`config.mk`:
```
export PLATFORM = sky130hd
export DESIGN_NAME = ace_top
export DESIGN_NICKNAME = d
export VERILOG_FILES = /design/src/common/ace_pkg.sv /design/src/rtl/ace_sync.sv /design/src/rtl/ace_top.sv
export SDC_FILE = /design/constraint.sdc
export NUM_CORES = 1
export LEC_CHECK = 0
export BUFFER_PORTS_ARGS = -buffer_cell sky130_fd_sc_hd__buf_2
export CORE_ASPECT_RATIO = 1.4
export CORE_MARGIN = 2
export CORE_UTILIZATION = 40
export CTS_BUF_LIST = sky130_fd_sc_hd__clkbuf_8 sky130_fd_sc_hd__clkbuf_16
export CTS_CLUSTER_DIAMETER = 100
export DETAILED_ROUTE_END_ITERATION = 10
export GPL_ROUTABILITY_DRIVEN = 0
export PLACE_DENSITY = 0.72
export SYNTH_ARGS = -nofsm -noshare
export SYNTH_HDL_FRONTEND = slang
export SYNTH_SLANG_ARGS = --single-unit
```
`constraint.sdc`:
```
create_clock -name pclk -period 2.19 [get_ports pclk]
set_input_delay 0.438 -clock pclk [delete_from_list [all_inputs] [get_ports pclk]]
set_output_delay 0.438 -clock pclk [all_outputs]
set_load 0.01 [all_outputs]
```
`src/common/ace_pkg.sv`:
```
// package for the comparator event control block
// assumes a 32-bit APB slave with word-aligned registers
`default_nettype none
package ace_pkg;

	// register byte addresses
	localparam logic [11:0] ACE_OFF_STATUS_CONTROL = 12'h000; // the single 8-bit control/status register
	localparam logic [11:0] ACE_OFF_IRQ_STATUS     = 12'h004; // sticky event status, write one to clear
	localparam logic [11:0] ACE_OFF_IRQ_MASK       = 12'h008; // interrupt mask, same layout as status

	// field positions in status_control_reg
	localparam int ACE_BIT_ENABLE   = 7;
	localparam int ACE_BIT_BANDGAP  = 6;
	localparam int ACE_BIT_FLAG     = 5;
	localparam int ACE_BIT_IRQ_EN   = 4;
	localparam int ACE_BIT_LEVEL    = 3;
	localparam int ACE_BIT_PIN_EN   = 2;
	localparam int ACE_BIT_MODE_HI  = 1;
	localparam int ACE_BIT_MODE_LO  = 0;

	// layout of the event status and mask registers
	localparam int ACE_EV_COMPARE = 0; // compare event seen
	localparam int ACE_EV_RISE    = 1; // any rising edge
	localparam int ACE_EV_FALL    = 2; // any falling edge while enabled
	localparam int ACE_EV_W       = 3;

	// reset values
	localparam logic [7:0]          ACE_RST_CTRL = 8'h00;
	localparam logic [ACE_EV_W-1:0] ACE_RST_EV   = 3'h0;
	localparam logic [ACE_EV_W-1:0] ACE_RST_MASK = 3'h0;

	// event mode encodings
	typedef enum logic [1:0]
	{
		ACE_MODE_FALL0 = 2'h0,
		ACE_MODE_RISE  = 2'h1,
		ACE_MODE_FALL2 = 2'h2,
		ACE_MODE_BOTH  = 2'h3
	} ace_mode_t;

	// synchroniser depth
	localparam int ACE_SYNC_STAGES = 2;

endpackage
`default_nettype wire

```
`src/rtl/ace_sync.sv`:
```
// two-flop synchroniser for the asynchronous comparator level
// assumes the input comes from the analog comparator outside the pclk domain
`timescale 1ns/1ps
`default_nettype none
module ace_sync
	import ace_pkg::*;
(
	input  wire logic pclk,
	input  wire logic presetn,
	input  wire logic async_level,
	output var  logic sync_level
);

	logic meta_reg; // first stage, read only by the second

	// two stages, constant reset
	always_ff @(posedge pclk or negedge presetn)
	begin
		if (!presetn)
		begin
			meta_reg   <= 1'b0;
			sync_level <= 1'b0;
		end
		else
		begin
			meta_reg   <= async_level;
			sync_level <= meta_reg;
		end
	end

endmodule
`default_nettype wire

```
`src/rtl/ace_top.sv`:
```
// comparator event control: enable, reference select, edge events, irq, output pin
// assumes an APB master on pclk and an asynchronous comparator result input
//
// Summary of operation
// - bit 7 enables the comparator unit
// - bit 6 picks pin or bandgap
// - flag sets on selected compare event
// - write one clears flag, zero keeps
// - irq while flag and irq enable
// - bit 3 reads comparator level, read-only
// - level reads zero while disabled
// - bit 2 drives level onto pin
// - mode: fall, rise, fall, either edge
// - high when plus exceeds minus input
// - all control but the event irq mask in one 8-bit register
// - keeps running in wait mode
// - stop mode events still set flag
// - deep stop wake gives reset state
// - runs normally during background debug
`timescale 1ns/1ps
`default_nettype none
module ace_top
	import ace_pkg::*;
(
	input  wire logic        pclk,
	input  wire logic        presetn,
	input  wire logic        psel,
	input  wire logic        penable,
	input  wire logic        pwrite,
	input  wire logic [11:0] paddr,
	input  wire logic [31:0] pwdata,
	input  wire logic [3:0]  pstrb,
	output var  logic [31:0] prdata,
	output var  logic        pready,
	output var  logic        pslverr,
	input  wire logic        comparator_raw,
	output var  logic        comparator_power_en,
	output var  logic        bandgap_route,
	output var  logic        comparator_out_pin,
	output var  logic        comparator_out_pin_oe,
	output var  logic        irq,
	output var  logic        irq_summary
);
	import ace_pkg::*;

	logic [7:0]          ctrl_reg;     // writable control bits
	logic                flag_reg;     // compare_event_flag
	logic [ACE_EV_W-1:0] ev_reg;       // sticky event status
	logic [ACE_EV_W-1:0] mask_reg;     // interrupt mask
	logic                level_sync;   // synchronised comparator
	logic                level_prev_reg; // previous gated level
	logic                level_now;    // gated level
	logic                rise;
	logic                fall;
	logic                hit;
	logic                wr_acc;
	logic                rd_acc;
	logic                sel_ctrl;
	logic                sel_ev;
	logic                sel_mask;
	logic                flag_clr;
	logic [ACE_EV_W-1:0] ev_clr;
	logic [ACE_EV_W-1:0] ev_set;

	// decide whether an edge matches the selected mode
	function automatic logic mode_hit(input logic [1:0] m, input logic r, input logic f);
		logic h;
		h = 1'b0;
		case (ace_mode_t'(m))
			ACE_MODE_FALL0: h = f;
			ACE_MODE_RISE:  h = r;
			ACE_MODE_FALL2: h = f;
			ACE_MODE_BOTH:  h = r | f;
			default:        h = 1'b0;
		endcase
		return h;
	endfunction

	// the analog comparator itself outputs high when plus exceeds minus; we only sample it
	ace_sync u_sync
	(
		.pclk     (pclk),
		.presetn  (presetn),
		.async_level (comparator_raw),
		.sync_level  (level_sync)
	);

	// level is forced low while the unit is off, so enabling with the comparator already high shows as a rise
	assign level_now = level_sync & ctrl_reg[ACE_BIT_ENABLE];
	assign rise      = level_now & ~level_prev_reg;
	assign fall      = ~level_now & level_prev_reg;
	// no gating by any low-power or debug state: the unit keeps running whenever enabled
	assign hit       = ctrl_reg[ACE_BIT_ENABLE] & mode_hit(ctrl_reg[1:0], rise, fall);

	// apb decode; zero-wait slave
	assign wr_acc   = psel & penable & pwrite;
	assign rd_acc   = psel & ~pwrite;
	assign sel_ctrl = (paddr == ACE_OFF_STATUS_CONTROL);
	assign sel_ev   = (paddr == ACE_OFF_IRQ_STATUS);
	assign sel_mask = (paddr == ACE_OFF_IRQ_MASK);
	assign flag_clr = wr_acc & sel_ctrl & pstrb[0] & pwdata[ACE_BIT_FLAG];
	assign ev_clr   = (wr_acc & sel_ev & pstrb[0]) ? pwdata[ACE_EV_W-1:0] : ACE_RST_EV;
	assign ev_set   = {fall & ctrl_reg[ACE_BIT_ENABLE], rise, hit};

	// previous level for edge detection
	always_ff @(posedge pclk or negedge presetn)
	begin
		if (!presetn)
			level_prev_reg <= 1'b0;
		else
			level_prev_reg <= level_now;
	end

	// control bits; flag and level positions are not storage here
	// a deep-stop wake arrives as presetn, which returns everything to reset
	always_ff @(posedge pclk or negedge presetn)
	begin
		if (!presetn)
			ctrl_reg <= ACE_RST_CTRL;
		else if (wr_acc & sel_ctrl & pstrb[0])
		begin
			ctrl_reg <= pwdata[7:0] & 8'hD7;
		end
	end

	// compare event flag: set wins over a same-cycle clear
	always_ff @(posedge pclk or negedge presetn)
	begin
		if (!presetn)
			flag_reg <= 1'b0;
		else if (hit)
			flag_reg <= 1'b1;
		else if (flag_clr)
			flag_reg <= 1'b0;
	end

	// sticky event status, write one to clear, set wins
	always_ff @(posedge pclk or negedge presetn)
	begin
		if (!presetn)
			ev_reg <= ACE_RST_EV;
		else
			ev_reg <= (ev_reg & ~ev_clr) | ev_set;
	end

	// interrupt mask
	always_ff @(posedge pclk or negedge presetn)
	begin
		if (!presetn)
			mask_reg <= ACE_RST_MASK;
		else if (wr_acc & sel_mask & pstrb[0])
			mask_reg <= pwdata[ACE_EV_W-1:0];
	end

	// registered outputs to the analog side and pins
	always_ff @(posedge pclk or negedge presetn)
	begin
		if (!presetn)
		begin
			comparator_power_en   <= 1'b0;
			bandgap_route         <= 1'b0;
			comparator_out_pin    <= 1'b0;
			comparator_out_pin_oe <= 1'b0;
		end
		else
		begin
			comparator_power_en   <= ctrl_reg[ACE_BIT_ENABLE];
			bandgap_route         <= ctrl_reg[ACE_BIT_BANDGAP];
			comparator_out_pin    <= level_now & ctrl_reg[ACE_BIT_PIN_EN];
			comparator_out_pin_oe <= ctrl_reg[ACE_BIT_PIN_EN];
		end
	end

	// interrupt lines; one cycle later than the flag and the sticky status
	always_ff @(posedge pclk or negedge presetn)
	begin
		if (!presetn)
		begin
			irq         <= 1'b0;
			irq_summary <= 1'b0;
		end
		else
		begin
			irq         <= flag_reg & ctrl_reg[ACE_BIT_IRQ_EN];
			irq_summary <= |(ev_reg & mask_reg);
		end
	end

	// apb read data captured in the setup cycle, ready in the first access cycle
	always_ff @(posedge pclk or negedge presetn)
	begin
		if (!presetn)
		begin
			prdata  <= 32'h0000_0000;
			pready  <= 1'b0;
			pslverr <= 1'b0;
		end
		else
		begin
			pready  <= psel & ~penable;
			pslverr <= psel & ~penable & ~(sel_ctrl | sel_ev | sel_mask);
			if (rd_acc & ~penable)
			begin
				if (sel_ctrl)
					prdata <= {24'h00_0000, ctrl_reg[7:6], flag_reg, ctrl_reg[4], level_now, ctrl_reg[2:0]};
				else if (sel_ev)
					prdata <= {29'h0000_0000, ev_reg};
				else if (sel_mask)
					prdata <= {29'h0000_0000, mask_reg};
				else
					prdata <= 32'h0000_0000;
			end
		end
	end
endmodule
`default_nettype wire

```
==> run summary, run 1 <==
Root buffer cell: clkbuf_8
Max reg flops: 8
Post-synth top area share: 0.512
Total of max-cap violations: 0
Fraction of layout cells with a size suffix above 1: 0.378
CP Launch Type: primary input
Leading area contributor after synthesis: dfrtp_1
Synth area leaders: dfrtp_1 51%, buf_4 12%, mux2_4 5.8%
Die width: 56.9 um
Post-synth ARST share: 1.00
Grt ovf: 0
Die Span Y: 78.0 um
Buffers & Inverters on Critical Path: 1
Sw Ratio: 0.205
CTS H-tree lvls: 2
Worst-Margin Slew: 705 ps
DRT Pass-1 Iters: 4
Clk_lat worst skew: 280 ps
CTS tree: done
Wirelength per Cell: 12.7 um
Comb power frac: 0.065
Outcome: completed
Core ar.: 3710 um^2
Most common cell in the synthesized netlist: dfrtp_1
ANT cells: 0
Worst path top cell family by delay: simple AND/OR/NAND/NOR gates
Clock power frac: 0.473
Internal power: 0.00103 W
Max Root-Sink Buffers: 2
Crit-path max FO: 6
Fill cells: 347
Critical path cell sequence: buf_2 > or4_1 > or4_4 > mux2_4
Final setup violation count: 0
Mapped Cells: 134
Hold buffers post-CTS: 0
Tmin final: 1960 ps
Endpoint class of the critical path: flop
Sequential cell area: 801 um^2
Psw: 0.000265 W
Vias/cell: 4.80
Setup bufs post-CTS: 0
Worst-path clk slew: 60 ps
Initial antenna violation count: 0
Routed Antenna Nets: 0
Largest net degree at the start of global routing: 33
Initial Utilization: 0.422
Post-cts resize count: 0
Number of port buffers: 41
Final hold violations: 0
Most used DFF post-synth: dfrtp_1
Final Cell Area: 1890 um^2
RSZ-0062 raised after global routing: no
Drt initial violations: 33
Cell variety after synth: 37
Tcrit/Tclk final: 0.895
Slew Viols, Final: 0
Sequential Power Share: 0.462
Drt drc: 0
DPL Wire Length: 2.17 mm
Clock buffer count from CTS: 5
Pleak: 1.02 nW
Clock sinks: 32
Worst Skew: 3.24 ps
Num rows: 26
P per Cell Area: 684 nW/um^2
Mapped Avg Cell Area: 11.7 um^2
Layout area overhead: 20.5%
WHS: 204 ps
Max incr delay on CP: 670 ps
Ports: 94
Required @ worst endpoint: 2360 ps
Maximum clock rate: 510 MHz
Syn. warnings: 0
Seq/Total Area, Yosys: 0.512
Rel. slew slack: 0.530
Synth top cells by count: 32 x dfrtp_1, 24 x buf_4, 9 x inv_1
Slowest cell on the critical path: or4_4
Post-Synthesis Cell Area: 1570 um^2
First-pass GRT wire length: 4.55 mm
Final TNS setup: 0 ps
Final Util: 0.509
Hold Path Class: primary input to async pin
Max IR drop VDD: 0.000658 V
Crit path kind: primary input to flop
Die area: 4440 um^2
Worst path arrival time: 2130 ps
Routed vias: 1090
Dpl cell area: 1760 um^2
Area of the multi-input gates: 608 um^2
Final-stage net count: 240
Post-synth EDFFs: 0
Vias in the first global route: 951
Routed wire length: 2.87 mm
Synthesized flop and latch total: 32
All-layer global routing usage: 0.134
[logic make-up after synthesis]
family / count (synthesis) / synth area share
multiplexers: 9 / 0.0791
adder cells (fa/ha/maj): 2 / 0.0160
other: 1 / 0.00240
AND/OR/NAND/NOR: 30 / 0.126
buffers and inverters: 38 / 0.155
flip-flops: 32 / 0.512
AO/OA/AOI/OAI: 22 / 0.110
[per-layer routing]
metal | global-route usage | share of wire
met5 | 0 | 0
met4 | 0.0628 | 0.016
met3 | 0.0412 | 0.075
met2 | 0.213 | 0.47
met1 | 0.167 | 0.44
[placed cells by master, fill, tap and decap left out, drive strengths merged, types with 2 or more instances in the layout]
master,synthesis,final
nor2b,3,3
a22o,7,7
and2,3,3
dfrtp,32,32
a21oi,4,4
clkbuf,2,7
nor4,3,3
a2111oi,2,2
or4,5,5
conb,1,24
mux2,9,9
buf,27,49
nand2,2,2
nor3,3,3
ha,2,2
or4b,2,2
nand2b,3,3
inv,9,9
[final timing paths]
| path | from | endpoint | slack, ps | depth (start not counted) |
|---|---|---|---|---|
| max in group asynchronous | presetn | pslverr | 1540 | 1 |
| max | paddr[9] | ctrl_reg[7] | 230 | 4 |
| min reg2reg | u_sync.meta_reg | u_sync.sync_level | 370 | 0 |
| min | presetn | comparator_out_pin | 200 | 1 |
| max reg2reg | ctrl_reg[7] | ev_reg[0] | 710 | 6 |
| min in group pclk | comparator_raw | u_sync.meta_reg | 260 | 1 |
[power by group through the flow]
stage                     Sequential, W  Clock (W)  Combinational [W]
after global routing           0.000596   0.000648          0.0000941
after floorplan                0.000608          0          0.0000695
final                          0.000596   0.000610          0.0000839
after global placement         0.000607          0          0.0000828
after detailed placement       0.000607          0          0.0000835
after CTS                      0.000596   0.000621          0.0000839
[cell type report]
class / instances / share of cell area
clock buffers: 7 / 0.0511
clock inverters: 1 / 0.0159
repair buffers: 49 / 0.141
multi-input cells: 87 / 0.322
flip-flops and latches: 32 / 0.424
well taps: 42 / 0.0279
inverters: 9 / 0.0179
[metrics by stage]
| step | power (W) | cells | setup WS [ps] |
|---|---|---|---|
| floorplan | 0.000678 | 157 | 44.4 |
| global placement | 0.000690 | 219 | -65.7 |
| detailed placement | 0.000691 | 219 | -60.2 |
| CTS | 0.00130 | 227 | 229 |
| global route | 0.00134 | 227 | 204 |
| finish | 0.00129 | 227 | 230 |
(Power assumes the default switching activity.)
==> run 2: changes to the inputs <==
--- a/config.mk
+++ b/config.mk
@@ -15,2 +15,3 @@
 export GPL_ROUTABILITY_DRIVEN = 0
+export GPL_TIMING_DRIVEN = 0
 export PLACE_DENSITY = 0.72
==> constraint.sdc (replaced) <==
create_clock -name pclk -period 2.19 [get_ports pclk]
set_input_delay 0.1095 -clock pclk [delete_from_list [all_inputs] [get_ports pclk]]
set_output_delay 0.1095 -clock pclk [all_outputs]
set_load 0.01 [all_outputs]
==> run 2 against run 1 <==
  * Critical path depth grew 2
  * Count of clock-buffer cells in the layout decreased by 2
  * Clock skew hardly changed
  * Wire length rose by 5.1%
  * Maximum frequency rose by 15%
  * Sequential share of layout area fell by 3.0 points
  * Critical path type unchanged
  * Highest routed layer unchanged
==> run summary, run 2 (synthesized netlist as in run 1, its figures left out) <==
WHS: 12.9 ps (-191 ps)
Pleak: 1.13 nW (+10%)
P per Cell Area: 616 nW/um^2 (-10%)
Clk_lat worst skew: 280 ps (about the same)
Initial antenna violation count: 0 (unchanged)
Vias/cell: 4.69 (-2.4%)
Setup bufs post-CTS: 0 (unchanged)
Worst-Margin Slew: 856 ps (+151 ps)
Final cell count without fillers: 249 (+9.7%)
Final Util: 0.548 (+0.0391)
Crit-path max FO: 6 (unchanged)
Tcrit/Tclk final: 0.776 (-0.119)
Most common cell after layout, fill and taps aside: buf_2
Slowest cell on the critical path: or4_1
Setup crit end: ctrl_reg[4]
Final hold violations: 0 (unchanged)
Sequential cell area: 801 um^2 (unchanged)
Vias in the first global route: 1063 (+12%)
Routed vias: 1167 (+7.1%)
Tmin final: 1700 ps (-261 ps)
ANT cells: 0 (unchanged)
RSZ-0062 raised after global routing: no
Worst Skew: 2.88 ps (-0.365 ps)
Outcome: completed
Rel. slew slack: 0.424 (-0.106)
Number of port buffers: 40 (-2.4%)
Slew Viols, Final: 0 (unchanged)
Root buffer cell: clkbuf_8
Area of the multi-input gates: 608 um^2 (unchanged)
Fill cells: 344 (-0.86%)
Clock buffer count from CTS: 5 (unchanged)
Crit path kind: primary input to flop
First-pass GRT wire length: 4.69 mm (+3.0%)
Initial Utilization: 0.422 (unchanged)
Reg2reg start: ctrl_reg[7]
Max reg flops: 8 (unchanged)
CTS H-tree lvls: 2 (unchanged)
DPL Wire Length: 2.29 mm (+5.5%)
Fraction of layout cells with a size suffix above 1: 0.420 (+0.0419)
Final setup violation count: 0 (unchanged)
Max incr delay on CP: 520 ps (-150 ps)
Grt ovf: 0 (unchanged)
Critical path launch point: paddr[5]
Most frequent CP cell: buf_2
Clock sinks: 32 (unchanged)
Layout area overhead: 29.8%
Final-stage net count: 262 (+9.2%)
Num rows: 26 (unchanged)
Reg2Reg Depth: 6 (unchanged)
Worst-path clk slew: 60 ps (about the same)
DRT Pass-1 Iters: 4 (unchanged)
Largest net degree at the start of global routing: 33 (unchanged)
Core ar.: 3710 um^2 (unchanged)
Critical path cell sequence: buf_2 > or4_1 > buf_2 > or4_4 > buf_6 > mux2_4
Worst path arrival time: 1870 ps (-260 ps)
Routed wire length: 3.02 mm (+5.1%)
Drt drc: 0 (unchanged)
Most frequent cells in the layout: 42 x buf_2, 32 x dfrtp_1, 24 x buf_4, 24 x conb_1, 10 x inv_1
Maximum clock rate: 589 MHz (+15%)
Wirelength per Cell: 12.1 um (-4.2%)
All-layer global routing usage: 0.141 (+0.00630)
Max Root-Sink Buffers: 2 (unchanged)
Total of max-cap violations: 0 (unchanged)
Drt initial violations: 18 (-45%)
CTS tree: done
Die Span Y: 78.0 um (unchanged)
Routed Antenna Nets: 0 (unchanged)
Final TNS setup: 0 ps (unchanged)
Ports: 94 (unchanged)
R2r setup slk: 720 ps (about the same)
Required @ worst endpoint: 2360 ps (about the same)
Die area: 4440 um^2 (unchanged)
Endpoint class of the critical path: flop
Hold Path Class: primary input to flop
CP Launch Type: primary input
R2R Path End: ev_reg[0]
Die width: 56.9 um (unchanged)
Dpl cells: 239 (+9.1%)
Overall power: 0.00125 W (-3.0%)
Max IR drop VDD: 0.000679 V (+3.2%)
## run 2: cell count changes in the layout (fill, tap and decap cells not counted)
cell,delta
clkbuf_1,+2
dlygate4sd3_1,+2
inv_1,+1
buf_6,+1
clkbuf_8,-2
buf_4,+16
clkinv_2,+1
buf_2,+1
## run 2: critical path, delay by kind of cell
kind          cells  cell delay [ps]
buf+inv           3              430
mux               1              290
simple gates      2             1040
## run 2: report_power, final
part,internal [W],leakage [nW],total [W],switching [W]
registers,0.000595,0.420,0.000596,0.00000119
logic,0.0000567,0.649,0.000116,0.0000597
clock network,0.000332,0.0593,0.000539,0.000207
total,0.000984,1.13,0.00125,0.000267
## run 2: worst min-delay path by stage
stage                 start               to  depth (start not counted)
global placement    presetn  u_sync.meta_reg                          1
floorplan           presetn    bandgap_route                          0
global route        penable           pready                          2
detailed placement  presetn  u_sync.meta_reg                          1
finish              penable           pready                          2
CTS                 penable           pready                          2
## run 2: timing repair
action	in CTS	in global routing
endpoints found under the hold margin	33	0
gates resized for setup	0	0
hold buffers	2	0
## run 2: area by class of cell
type / count / area share
sequential: 32 / 0.394
inverter: 9 / 0.0166
clock buffer: 5 / 0.0339
timing repair buffer: 42 / 0.108
tap: 42 / 0.0259
clock inverter: 3 / 0.0191
buffer: 29 / 0.103
multi-input combinational: 87 / 0.299
## run 2: metal layers
| layer | GRT usage | vias up | wire length, um |
|---|---|---|---|
| li1 | - | 572 | - |
| met1 | 0.157 | 535 | 1210 |
| met2 | 0.236 | 54 | 1500 |
| met3 | 0.0478 | 6 | 251 |
| met4 | 0.0698 | 0 | 60 |
| met5 | 0 | - | 0 |
## run 2: stage by stage
stage	worst slack, ps	area (um^2)
2_1_floorplan	373	1650
3_3_place_gp	215	1900
3_5_place_dp	201	1900
4_1_cts	493	2030
5_1_grt	471	2030
6_report	491	2030
==> run 3: changes to the inputs <==
- ABC_AREA: default -> 1
- PLACE_DENSITY: 0.72 -> 0.71
- clock period: 2.19 -> 1.6 ns (I/O delays scaled with it)
==> run 3 against run 2 <==
  * Wire length fell by 0.70%
  * Setup slack worse by 320 ps
  * Final cell count up 22%
  * Hold slack improved by 12 ps
  * Final area grew 5.1%
  * Sequential power increased by 37%
  * Area after synthesis is 5.0% higher
  * Count of clock-buffer cells in the layout up 2
  * Register-to-register slack worse by 550 ps
  * Flip-flop and latch count unchanged
  * Clock skew is 3.6 ps higher
  * Utilization shrank 0.75 points
  * Largest power group is now the clock network
==> run summary, run 3 <==
Dpl cells: 295 (+23%)
Post-synth EDFFs: 0 (unchanged)
Critical hold path startpoint: pwdata[6]
Wirelength per Cell: 9.83 um (-19%)
Rel. slew slack: 0.540 (+0.116)
Hold Path Class: primary input to flop
Drt drc: 0 (unchanged)
Fill cells: 386 (+12%)
Mapped Avg Cell Area: 8.75 um^2 (-25%)
Initial Utilization: 0.416 (-0.00611)
Synth area leaders: dfrtp_1 49%, nand2_1 13%, buf_4 11%
Slew Viols, Final: 0 (unchanged)
Max incr delay on CP: 440 ps (-80 ps)
Seq/Total Area, Yosys: 0.487 (-0.0245)
Num rows: 27 (+3.8%)
Routed wire length: 3.00 mm (-0.70%)
Tmin final: 1430 ps
Dpl cell area: 1990 um^2 (+4.5%)
Reg2reg start: ctrl_reg[7]
Die width: 58.2 um (+2.3%)
Final cell count without fillers: 305 (+22%)
Die Span Y: 79.9 um (+2.4%)
Internal power: 0.00144 W (+46%)
Vias in the first global route: 1155 (+8.7%)
Final TNS setup: 0 ps (unchanged)
Most common cell after layout, fill and taps aside: nand2_1
Clock sinks: 32 (unchanged)
Root buffer cell: clkbuf_8
Final Cell Area: 2140 um^2 (+5.1%)
Post-synth ARST share: 1.00 (unchanged)
Most common cell in the synthesized netlist: nand2_1
Most used DFF post-synth: dfrtp_1
Routed vias: 1275 (+9.3%)
Worst-path clk slew: 70 ps (about the same)
Maximum clock rate: 700 MHz
Buffers & Inverters on Critical Path: 2 (-1)
Worst-Margin Slew: 689 ps (-166 ps)
Tcrit/Tclk final: 0.893
Core ar.: 3950 um^2 (+6.6%)
Slowest cell on the critical path: dfrtp_1
Max Root-Sink Buffers: 2 (unchanged)
Reg2Reg Depth: 7 (+1)
DRT Pass-1 Iters: 4 (unchanged)
CP Launch Type: flop
Synthesized flop and latch total: 32 (unchanged)
WHS: 24.6 ps (+11.8 ps)
Worst path arrival time: 1600 ps (-270 ps)
Number of port buffers: 41 (+2.5%)
Required @ worst endpoint: 1770 ps (-590 ps)
Ports: 94 (unchanged)
Final setup violation count: 0 (unchanged)
Post-cts resize count: 0 (unchanged)
Drt initial violations: 17 (-1)
Max reg flops: 8 (unchanged)
Syn. warnings: 0 (unchanged)
Fraction of layout cells with a size suffix above 1: 0.355 (-0.0653)
Worst Skew: 6.49 ps (+3.62 ps)
Most frequent CP cell: nand2_1
Comb power frac: 0.091 (-0.002)
Psw: 0.000385 W (+44%)
Clock power frac: 0.462 (+0.032)
Hold buffers post-CTS: 2 (unchanged)
Post-Synthesis Cell Area: 1640 um^2 (+5.0%)
WHS Path Cells: 3 (+1)
Leading area contributor after synthesis: dfrtp_1
Total of max-cap violations: 0 (unchanged)
Die area: 4650 um^2 (+4.7%)
Worst path top cell family by delay: flip-flops
Outcome: completed
Critical path cell sequence: nand2_1 > inv_1 > ha_1 > inv_1 > nand2_1 > a31oi_1 > nand2_1
Grt ovf: 0 (unchanged)
Setup bufs post-CTS: 0 (unchanged)
Max IR drop VDD: 0.000546 V (-20%)
Vias/cell: 4.18 (-11%)
R2r setup slk: 170 ps (-550 ps)
Sw Ratio: 0.211 (-0.00229)
First-pass GRT wire length: 4.94 mm (+5.4%)
Clk_lat worst skew: 290 ps (about the same)
Final-stage net count: 317 (+21%)
Crit-path max FO: 6 (unchanged)
Clock buffer count from CTS: 5 (unchanged)
Endpoint class of the critical path: flop
DPL Wire Length: 2.41 mm (+5.2%)
Synth top cells by count: 57 x nand2_1, 32 x dfrtp_1, 24 x buf_4
Initial antenna violation count: 0 (unchanged)
Crit path kind: flop to flop
All-layer global routing usage: 0.144 (+0.00341)
Largest net degree at the start of global routing: 33 (unchanged)
Cell variety after synth: 26 (-30%)
RSZ-0062 raised after global routing: no
CTS H-tree lvls: 2 (unchanged)
CTS tree: done
Most frequent cells in the layout: 57 x nand2_1, 41 x buf_2, 32 x dfrtp_1
Final Util: 0.540 (-0.00755)
Routed Antenna Nets: 0 (unchanged)
WHS Endpoint: ctrl_reg[6]
R2R Path End: flag_reg
Layout area overhead: 29.9% (about the same)
P per Cell Area: 854 nW/um^2 (+39%)
Post-synth top area share: 0.487 (-0.0245)
Mapped Cells: 188 (+40%)
Final hold violations: 0 (unchanged)
ANT cells: 0 (unchanged)
Sequential Power Share: 0.447 (-0.029)
Pleak: 1.23 nW (+9.1%)
==> run 3: changes by cell type in the layout (fill, tap and decap cells not counted), moves of 4 or more <==
| cell | before | now |
|---|---|---|
| nor2_4 | 0 | 4 |
| a22o_1 | 7 | 0 |
| or4_1 | 4 | 0 |
| nor2_1 | 1 | 7 |
| inv_1 | 10 | 18 |
| mux2_4 | 6 | 0 |
| nand3_1 | 1 | 11 |
| nand2_1 | 2 | 57 |
==> run 3: area by class of cell <==
cell class	count	area, um^2	share of cell area
repair buffers	43	225	0.105
plain buffers	25	191	0.0896
multi-input cells	131	646	0.302
inverters	23	92.6	0.0434
flip-flops and latches	32	801	0.375
clock inverters	1	30.0	0.0141
well taps	43	53.8	0.0252
clock buffers	7	96.3	0.0451
==> run 3: logic make-up (layout without fill, tap and decap cells) <==
logic type      Yosys count  count (layout)  share of synthesized area
simple gates             87              87                      0.254
other cells               1              24                    0.00228
fa+ha+maj                 2               2                     0.0152
buf+inv                  48              99                      0.173
flops                    32              32                      0.487
compound gates           18              18                     0.0685
==> run 3: routing by layer <==
metal  track usage  up-vias  routed length, um
li1              -      681                  -
met1         0.158      547               1160
met2         0.247       40               1600
met3        0.0259        7                160
met4        0.0977        0                 75
met5             0        -                  0
==> run 3: power groups by stage <==
| stage | Sequential [W] | Combinational (W) | Clock, W |
|---|---|---|---|
| floorplan | 0.000833 | 0.0000999 | 0 |
| global placement | 0.000831 | 0.000160 | 0 |
| detailed placement | 0.000831 | 0.000162 | 0 |
| CTS | 0.000816 | 0.000166 | 0.000856 |
| global route | 0.000816 | 0.000185 | 0.000896 |
| finish | 0.000816 | 0.000166 | 0.000842 |
==> run 3: worst max path at each step <==
stage	from	end	slack (ps)	depth (start not counted)
final	ctrl_reg[7]	flag_reg	170	7
after global routing	ctrl_reg[7]	ev_reg[0]	30	7
after CTS	ctrl_reg[7]	flag_reg	140	7
after detailed placement	ctrl_reg[7]	flag_reg	150	7
after global placement	ctrl_reg[7]	flag_reg	170	7
after floorplan	ctrl_reg[7]	ev_reg[0]	360	6
==> run 3: worst min-delay path, cell delays in order <==
cell and delay [ps]:
buf_2 80, nand3_1 60, nand2_1 60
==> run 3: per-stage QoR <==
step                worst slack (ps)  power, W
floorplan                        362  0.000933
global placement                 169  0.000991
finish                           171   0.00182
global route                    30.8   0.00190
detailed placement               146  0.000993
CTS                              135   0.00184
